## src/fct_pkg.sv

```systemverilog
// package for the flash clock and command timing block
package fct_pkg;
   // ---------------------------------------------------------------
   // sizes and timing
   // ---------------------------------------------------------------
   localparam int PAGE_COUNT = 32;
   localparam int PAGE_BYTES = 512;
   localparam int PAGE_W = 5;
   localparam int DIV_W = 7;
   localparam int PULSE_W = 16;
   localparam logic [DIV_W-1:0] DIV_RESET = 7'h00;
   localparam int REF_PERIOD_NS = 5000; // reference timing clock period, 5 us
   localparam int CLK_PERIOD_NS = 20;
   localparam int REF_DIV_CYCLES = REF_PERIOD_NS / CLK_PERIOD_NS;
   localparam logic [PULSE_W-1:0] SETUP_TICKS = 16'h0002; // voltage enable
   localparam logic [PULSE_W-1:0] HOLD_TICKS = 16'h0002; // voltage disable

   // ---------------------------------------------------------------
   // types
   // ---------------------------------------------------------------
   typedef enum logic [1:0] {
      FCT_CMD_PROG = 2'h0,
      FCT_CMD_PAGE_ERASE = 2'h1,
      FCT_CMD_MASS_ERASE = 2'h2
   } fct_cmd_e;

   typedef struct packed {
      fct_cmd_e cmd;
      logic [PAGE_W-1:0] page;
      logic [PULSE_W-1:0] pulse_ticks;
   } fct_req_s;

   typedef enum logic [1:0] {
      FCT_IDLE = 2'b00,
      FCT_SETUP = 2'b01,
      FCT_PULSE = 2'b11,
      FCT_HOLD = 2'b10
   } fct_state_e;
endpackage

```

## src/fct_tick_div.sv

```systemverilog
// divider that makes the flash timing clock tick from the bus clock
`timescale 1ns/1ps
module fct_tick_div #(
   parameter int DIV_W = 7
) (
   input wire logic clk,
   input wire logic rst_n,
   input wire logic run,
   input wire logic [DIV_W-1:0] div_val,
   output logic tick
);
   logic [DIV_W:0] cnt_q;
   logic [DIV_W:0] limit;
   wire at_end;

   // period is (div_val + 1) bus clocks
   assign limit = {1'b0, div_val};
   assign at_end = (cnt_q >= limit);

   // ---------------------------------------------------------------
   // counter
   // ---------------------------------------------------------------
   always_ff @(posedge clk or negedge rst_n) begin
      if (!rst_n) begin
         cnt_q <= '0;
         tick <= 1'b0;
      end else if (!run) begin
         cnt_q <= '0;
         tick <= 1'b0;
      end else begin
         cnt_q <= at_end ? '0 : cnt_q + 1'b1;
         tick <= at_end;
      end
   end
endmodule

```

## src/fct_top.sv

```systemverilog
// flash clock divider set-once logic and command pulse timing
// Operation
// RULE1: refuse every program or erase command until divider written
// RULE2: software picks divider giving 150 to 200 kHz timing clock
// RULE3: divider accepts one write after reset; later writes ignored
// RULE4: divider write ignored while access error flag is set
// RULE5: software checks access error clear before writing divider
// RULE6: timing clock derived by dividing bus clock by divider value; the code divides it by twice (divider + 1)
// RULE7: pulses timed as whole timing clock periods, one count each
// RULE8: command time includes overhead and voltage enable, disable
// RULE9: array is 32 pages of 512 bytes; erase addressed by page
`timescale 1ns/1ps
module fct_top #(
   parameter int DIV_W = fct_pkg::DIV_W,
   parameter int PULSE_W = fct_pkg::PULSE_W
) (
   input wire logic clk,
   input wire logic rst_n,
   input wire logic div_wr,
   input wire logic [DIV_W-1:0] div_wdata,
   input wire logic access_error_flag,
   input wire logic cmd_valid,
   input wire fct_pkg::fct_req_s cmd_req,
   output logic [DIV_W-1:0] flash_clock_divider,
   output logic div_loaded,
   output logic cmd_accept,
   output logic cmd_reject,
   output logic busy,
   output logic hv_enable,
   output logic pulse_active,
   output logic [fct_pkg::PAGE_W-1:0] erase_page,
   output logic mass_erase,
   output logic cmd_done,
   output logic flash_timing_clock
);
   fct_pkg::fct_state_e state_q;
   fct_pkg::fct_state_e state_d;
   logic [PULSE_W-1:0] ticks_q;
   logic [PULSE_W-1:0] pulse_len_q;
   wire tick;
   wire div_take;
   wire cmd_take;
   wire cmd_refuse;
   wire last_tick;
   wire period_end;
   wire setup_end;
   wire pulse_end;
   wire hold_end;
   wire busy_d;
   wire pulse_d;
   wire [PULSE_W-1:0] pulse_len_d;

   // ---------------------------------------------------------------
   // divider register
   // ---------------------------------------------------------------
   // RULE3 RULE4 single write gate
   // a write refused for the error flag leaves the register open, so
   // software can clear the flag and try again
   assign div_take = div_wr && !div_loaded && !access_error_flag;

   // stored once, then held until the next reset
   always_ff @(posedge clk or negedge rst_n) begin
      if (!rst_n) begin
         flash_clock_divider <= fct_pkg::DIV_RESET;
         div_loaded <= 1'b0;
      end else if (div_take) begin
         flash_clock_divider <= div_wdata;
         div_loaded <= 1'b1;
      end
   end

   // RULE6 bus clock divide
   fct_tick_div #(
      .DIV_W(DIV_W)
   ) u_div (
      .clk(clk),
      .rst_n(rst_n),
      .run(div_loaded),
      .div_val(flash_clock_divider),
      .tick(tick)
   );

   // timing clock toggles on each tick, so one period is two ticks
   // and a period spans twice (div + 1) bus clocks
   always_ff @(posedge clk or negedge rst_n) begin
      if (!rst_n) begin
         flash_timing_clock <= 1'b0;
      end else if (tick) begin
         flash_timing_clock <= ~flash_timing_clock;
      end
   end

   // ---------------------------------------------------------------
   // timing clock period
   // ---------------------------------------------------------------
   // RULE7 one count per period
   // a period ends on the tick that takes the clock low again; counting
   // bare ticks would run every phase at twice the intended rate
   assign period_end = tick && flash_timing_clock;

   // ---------------------------------------------------------------
   // command acceptance
   // ---------------------------------------------------------------
   // RULE1 refuse before divider
   // until the divider is stored no period is known, so nothing may start
   assign cmd_take = cmd_valid && div_loaded && (state_q == fct_pkg::FCT_IDLE);
   assign cmd_refuse = cmd_valid && !cmd_take;
   assign last_tick = period_end && (ticks_q == '0);

   // phase ends of the running command
   assign setup_end = last_tick && (state_q == fct_pkg::FCT_SETUP);
   assign pulse_end = last_tick && (state_q == fct_pkg::FCT_PULSE);
   assign hold_end = last_tick && (state_q == fct_pkg::FCT_HOLD);

   // a zero length request runs as one period so the pulse never stalls
   assign pulse_len_d = (cmd_req.pulse_ticks == '0) ? 16'h0001 : cmd_req.pulse_ticks;

   // one answer per cycle of cmd_valid, accept or refuse
   always_ff @(posedge clk or negedge rst_n) begin
      if (!rst_n) begin
         cmd_accept <= 1'b0;
         cmd_reject <= 1'b0;
      end else begin
         cmd_accept <= cmd_take;
         cmd_reject <= cmd_refuse;
      end
   end

   // ---------------------------------------------------------------
   // sequencer
   // ---------------------------------------------------------------
   // RULE8 setup pulse hold phases
   // program, page erase and mass erase share the same phases
   always_comb begin
      state_d = state_q;
      case (state_q)
         fct_pkg::FCT_IDLE: begin
            if (cmd_take) begin
               state_d = fct_pkg::FCT_SETUP;
            end
         end
         fct_pkg::FCT_SETUP: begin
            if (last_tick) begin
               state_d = fct_pkg::FCT_PULSE;
            end
         end
         fct_pkg::FCT_PULSE: begin
            if (last_tick) begin
               state_d = fct_pkg::FCT_HOLD;
            end
         end
         fct_pkg::FCT_HOLD: begin
            if (last_tick) begin
               state_d = fct_pkg::FCT_IDLE;
            end
         end
         default: begin
            state_d = fct_pkg::FCT_IDLE;
         end
      endcase
   end

   // state register
   always_ff @(posedge clk or negedge rst_n) begin
      if (!rst_n) begin
         state_q <= fct_pkg::FCT_IDLE;
      end else begin
         state_q <= state_d;
      end
   end

   // RULE7 whole period count
   // ticks_q holds the periods left in the phase, minus one
   always_ff @(posedge clk or negedge rst_n) begin
      if (!rst_n) begin
         ticks_q <= '0;
         pulse_len_q <= '0;
      end else if (cmd_take) begin
         ticks_q <= fct_pkg::SETUP_TICKS - 1'b1;
         pulse_len_q <= pulse_len_d;
      end else if (setup_end) begin
         ticks_q <= pulse_len_q - 1'b1;
      end else if (pulse_end) begin
         ticks_q <= fct_pkg::HOLD_TICKS - 1'b1;
      end else if (period_end && ticks_q != '0) begin
         ticks_q <= ticks_q - 1'b1;
      end
   end

   // ---------------------------------------------------------------
   // outputs
   // ---------------------------------------------------------------
   // RULE9 page addressed erase
   // page and mass flag captured with the command, kept for its run
   always_ff @(posedge clk or negedge rst_n) begin
      if (!rst_n) begin
         erase_page <= '0;
         mass_erase <= 1'b0;
      end else if (cmd_take) begin
         erase_page <= cmd_req.page;
         mass_erase <= (cmd_req.cmd == fct_pkg::FCT_CMD_MASS_ERASE);
      end
   end

   // next levels come from state_d so the outputs line up with state_q;
   // voltages stay on from setup through hold, the pulse only between
   assign busy_d = (state_d != fct_pkg::FCT_IDLE);
   assign pulse_d = (state_d == fct_pkg::FCT_PULSE);

   // status outputs
   always_ff @(posedge clk or negedge rst_n) begin
      if (!rst_n) begin
         busy <= 1'b0;
         hv_enable <= 1'b0;
         pulse_active <= 1'b0;
         cmd_done <= 1'b0;
      end else begin
         busy <= busy_d;
         hv_enable <= busy_d;
         pulse_active <= pulse_d;
         cmd_done <= hold_end;
      end
   end
endmodule

```

## config.mk

```make
export PLATFORM = sky130hd
export DESIGN_NAME = fct_top
export DESIGN_NICKNAME = d
export VERILOG_FILES = /design/src/fct_pkg.sv /design/src/fct_tick_div.sv /design/src/fct_top.sv
export SDC_FILE = /design/constraint.sdc
export NUM_CORES = 1
export LEC_CHECK = 0
export BUFFER_PORTS_ARGS = -buffer_cell sky130_fd_sc_hd__clkbuf_2
export CAP_MARGIN = 20
export CORE_MARGIN = 2
export CORE_UTILIZATION = 56
export CTS_CLUSTER_DIAMETER = 50
export CTS_CLUSTER_SIZE = 20
export DETAILED_ROUTE_END_ITERATION = 8
export GPL_ROUTABILITY_DRIVEN = 0
export PLACE_DENSITY = 0.78
export RECOVER_POWER = 100
export SYNTH_ARGS = -nofsm -noshare
export SYNTH_HDL_FRONTEND = slang
export SYNTH_SLANG_ARGS = --single-unit
```

## constraint.sdc

```tcl
create_clock -name clk -period 3 [get_ports clk]
set_clock_uncertainty 0.05 [all_clocks]
set_input_delay 0.3 -clock clk [delete_from_list [all_inputs] [get_ports clk]]
set_output_delay 0.3 -clock clk [all_outputs]
set_load 0.005 [all_outputs]
```

Word level (Yosys, flattened, before mapping)
Cells that the tools add are included.
Widths: inputs -> output; s select.

word-level totals
  register bits after elaboration = 63
  word-level logic and storage cells = 58

operators by class
  magnitude comparators = 1
  muxes and demuxes = 13
  $add $sub $neg = 3
  reduce and logical (&&, ||, !) cells = 20
  bitwise gates (word level) = 1
  equality and inequality tests = 5

operators with widths
  kind                   number
  $mux 16                5
  $logic_not 16->1       2
  $sub 16x1->16 const B  2
  $mux 8                 2
  $reduce_bool 16->1     1
  $logic_and 1x1->1      11
  $add 8x1->8 const B    1
  $eq 2x2->1 const B     4
  $ge 8x7->1             1
  $mux 2                 4
  $pmux 2 s4             1
  $reduce_bool 4->1      1
  $logic_not 1->1        3
  $eq 2x1->1 const B     1
  $logic_not 2->1        1
  $reduce_bool 2->1      1
  $mux 1                 1
  $not 1->1              1

Longest topological paths before layout
  depth after elaboration = 6
  mapped depth = 8
  mapped depth without buffers = 7

Hierarchy
From an unflattened synthesis, not the netlist that was laid out.

unflattened totals
  cells, all modules = 369
  area total of the unflattened synthesis = 3459.6 um^2

by module, submodules not included
  module        sequential area each (um^2)  instances  cells each  area an instance (um^2)
  fct_top       1351.3                       1          312         2904.0
  fct_tick_div  225.2                        1          57          555.5

Least setup slack after synthesis
Ideal clock, no wire load.

  kind = reg2reg
  from = reg pulse_len_q[0]
  to = reg ticks_q[8]
  path slack = 0.844 ns
  period minus slack after synthesis = 2.156 ns
  data required time = 2.868 ns
  data arrival time = 2.024 ns
  cell stages (with the launch flop) = 9
  library setup time = 0.082 ns
  cell sequence = dfrtp_1 -> inv_1 -> ha_1 -> or3b_2 -> clkbuf_1 -> or3_4 -> a2111oi_4 -> a31oi_1 -> o22ai_1

on the way
  word-level cells in the longest chain between the ends = 3

ends and longest elaborated chain
  item                      line            source
  start: declaration        fct_top.sv:39   logic [PULSE_W-1:0] pulse_len_q;
  start signal: assignment  fct_top.sv:180  pulse_len_q <= pulse_len_d;
  $sub 16x1->16             fct_top.sv:182  ticks_q <= pulse_len_q - 1'b1;
  $mux 16                   fct_top.sv:181  end else if (setup_end) begin
  $mux 16                   fct_top.sv:178  end else if (cmd_take) begin
  end signal: assignment    fct_top.sv:179  ticks_q <= fct_pkg::SETUP_TICKS - 1'b1;
  end signal: assignment    fct_top.sv:182
  end signal: assignment    fct_top.sv:184  ticks_q <= fct_pkg::HOLD_TICKS - 1'b1;
  end: declaration          fct_top.sv:38   logic [PULSE_W-1:0] ticks_q;

No other way between the ends.
A chain may end at the register's enable or synchronous reset.

Worst setup path in the final report
  from = reg ticks_q[0]
  to = reg ticks_q[5]

on the way
  word-level cells in the longest chain between the ends = 6
  elaborated cells on any way between the ends = 12

ends and longest elaborated chain
  item
  parallel branches: the longest is 6 deep, another holds $sub 16x1->16

Several ways; the timed one is not identified. The select of a mux whose other input is x is not followed.

==> run metrics <==
fmax=380 MHz; htree depth=3; 1st-iter DRT viols=261; Max VDD drop=0.521 mV; Crit. Startpoint=ticks_q[0]; maxcap violations=1; Clock Tree Buf Depth=2; ANT nets after route=0; final WL=7950 um; crit path DAT=2.83 ns; syn_nets=430; Setup CP Type=flop to flop; measured slew at the worst slew-check pin=1.56 ns; run status=finished, violations left; Synth Register Bits=63; Seq pwr share=0.396; post-synth top area share=0.459; Max transition margin=-0.0382; Final TNS setup=0 ns; dominant cells by area after synthesis=dfrtp_1, nand2_1, ha_1, o21ai_0, nor3_1; post_cts resized=0; Post-synth ARST share=1.00; yosys warns=0; drt pass-1 iters=7; post-synth top area cell=dfrtp_1; Min-Delay Path Class=primary input to flop; GR Util All Layers=0.261; sw frac=0.402; post-synthesis cell area=0.00343 mm^2; Detailed Place HPWL=5590 um; Post-Synthesis Cells=384; Starting Density=0.580; Final period util=0.877; Clk network pwr share=0.217; Worst Setup End Kind=flop; commonest non-fill, non-tap cell in the layout=nand2_1; final hold viol count=0; Vias=3,047; share of cells above drive strength 1=0.175; Die Ht=82.3 um; # Post-CTS Setup Buffers=0; sequential fraction of the synthesis area=0.459; Synth Area per Inst=8.94 um^2; initial antenna violation count=0; Fill cells=494; vias in the first global route=2,845; Layout Nets=482; CTS Buf Count=9; setup violators final=0; Area growth, synth to finish=15.5%; Die ar.=0.00677 mm^2; post-layout min period=2.63 ns; # IOs=56; Clock Sink Count=63; RSZ-0062 raised after global routing=no; Routed WL per cell=15.4 um; die width=82.3 um; Reg-to-Reg Start=ticks_q[0]; Synth cell types=57; sw power=1.53 mW; Gate power share=0.387; grt total ovfl=0; drt drc=0; leading cell types in the layout, fill and taps excluded=nand2_1, dfrtp_1, clkbuf_2, inv_1, o21ai_0; Util after Layout=0.669; HP Start=cmd_req[20]; failing checks=max-capacitance violations, max-slew violations; FF+latch area=0.00158 mm^2; Port Buf Inserts=55; Clock Pin Slew Worst Setup and Hold Paths=0.08 ns; fin. max-slew vios=64; PD cells=957 mW/mm^2; Main synth FF type=dfrtp_1; Multi-input gate area=0.00169 mm^2; CTS Root Cell=clkbuf_8; core area=0.00592 mm^2; Leak Pwr=1.93 nW; Worst EP required=3.20 ns; DR vias/cell=5.91; Clock Latency Late Sink=0.34 ns; first-pass GRT wire length=13,400 um; site row count=28; internal power=2.27 mW; largest net degree at the start of global routing=64; CP max FO=11; cts hold-fix bufs=0; number of flops mapped to enable cells by yosys=0; Setup crit start kind=flop; Ant. Diodes=0; CTS tree=yes
==> worst max-delay path, cell delays in order, from the launching register on <==
cell     delay (ns)
dfrtp_1        0.40
inv_1          0.11
ha_1           0.14
nor4b_1        0.34
nand4_1        0.48
o21ai_1        0.67
a22oi_1        0.18
o21ai_0        0.18
==> flip-flops by register name, summed over array words and instances (netlist names) <==
register / flops
pulse_len_q: 16
ticks_q: 16
u_div.cnt_q: 8
flash_clock_divider: 7
erase_page: 5
state_q: 2
cmd_accept: 1
cmd_done: 1
cmd_reject: 1
div_loaded: 1
flash_timing_clock: 1
hv_enable: 1
mass_erase: 1
pulse_active: 1
u_div.tick: 1
==> power by group through the flow <==
| stage | Combinational [mW] | Clock [mW] | Sequential, mW |
|---|---|---|---|
| 3_5_place_dp | 1.45 | 0 | 1.51 |
| 3_3_place_gp | 1.42 | 0 | 1.48 |
| 2_1_floorplan | 1.09 | 0 | 1.41 |
| 4_1_cts | 1.47 | 0.835 | 1.49 |
| 5_1_grt | 1.65 | 0.873 | 1.55 |
| 6_report | 1.47 | 0.824 | 1.50 |
==> through the flow <==
stage | std cells | total power, mW | instance area (um^2) | hold slack [ns] | setup slack [ns]
detailed placement | 500 | 2.96 | 3760 | 0.414 | 0.486
global placement | 500 | 2.90 | 3760 | 0.404 | 0.561
finish | 516 | 3.79 | 3960 | 0.102 | 0.370
floorplan | 384 | 2.50 | 3430 | -0.0456 | 0.844
global route | 516 | 4.07 | 3960 | 0.0868 | 0.142
CTS | 516 | 3.80 | 3980 | 0.0934 | 0.437
==> metal layers <==
metal	vias to the layer above	wire (um)	GRT usage	share of wire
li1	1460	-	-	-
met1	1474	3720	0.365	0.47
met2	103	3740	0.404	0.47
met3	10	436	0.0609	0.055
met4	0	53	0.0800	0.0067
met5	-	0	0	0
==> cell families after synthesis <==
kind of cell             after synthesis  share of synthesized area
multiplexers                           2                    0.00620
flip-flops                            63                      0.459
AO/OA/AOI/OAI                         71                      0.148
AND/OR/NAND/NOR                      181                      0.259
buffers and inverters                 40                     0.0463
adder cells (fa/ha/maj)               11                     0.0401
XOR/XNOR                              16                     0.0408
==> cell type report <==
class,count,area share
Clock buffer,10,0.0347
Clock inverter,6,0.0212
Inverter,20,0.0189
Multi-Input combinational cell,281,0.427
Sequential cell,63,0.398
Tap cell,75,0.0237
Timing Repair Buffer,61,0.0764
==> path summary, 6_finish.rpt <==
path                                  end  slack [ns]  cells after the start
min reg2reg                 erase_page[2]        0.43                      2
min                         erase_page[4]        0.10                      3
max                            ticks_q[5]        0.37                      7
min in group asynchronous       hv_enable        0.38                      2
max in group asynchronous  pulse_len_q[4]        1.58                      2
max reg2reg                    ticks_q[5]        0.37                      7
==> synth_stat cells, types with 3 or more instances <==
master	number
a21o_1	5
a21oi_1	9
a22o_1	3
a22oi_1	5
a2bb2oi_1	4
a32oi_1	3
and2_1	3
and3_1	5
buf_2	4
clkbuf_1	15
dfrtp_1	63
ha_1	11
inv_1	20
nand2_1	85
nand2b_1	4
nand3_1	14
nand4_1	3
nor2_1	17
nor3_1	16
nor4_1	11
nor4b_1	4
o21a_1	3
o21ai_0	17
o22ai_1	4
or4_1	4
xnor2_1	8
xor2_1	8
(Power assumes the default switching activity.)
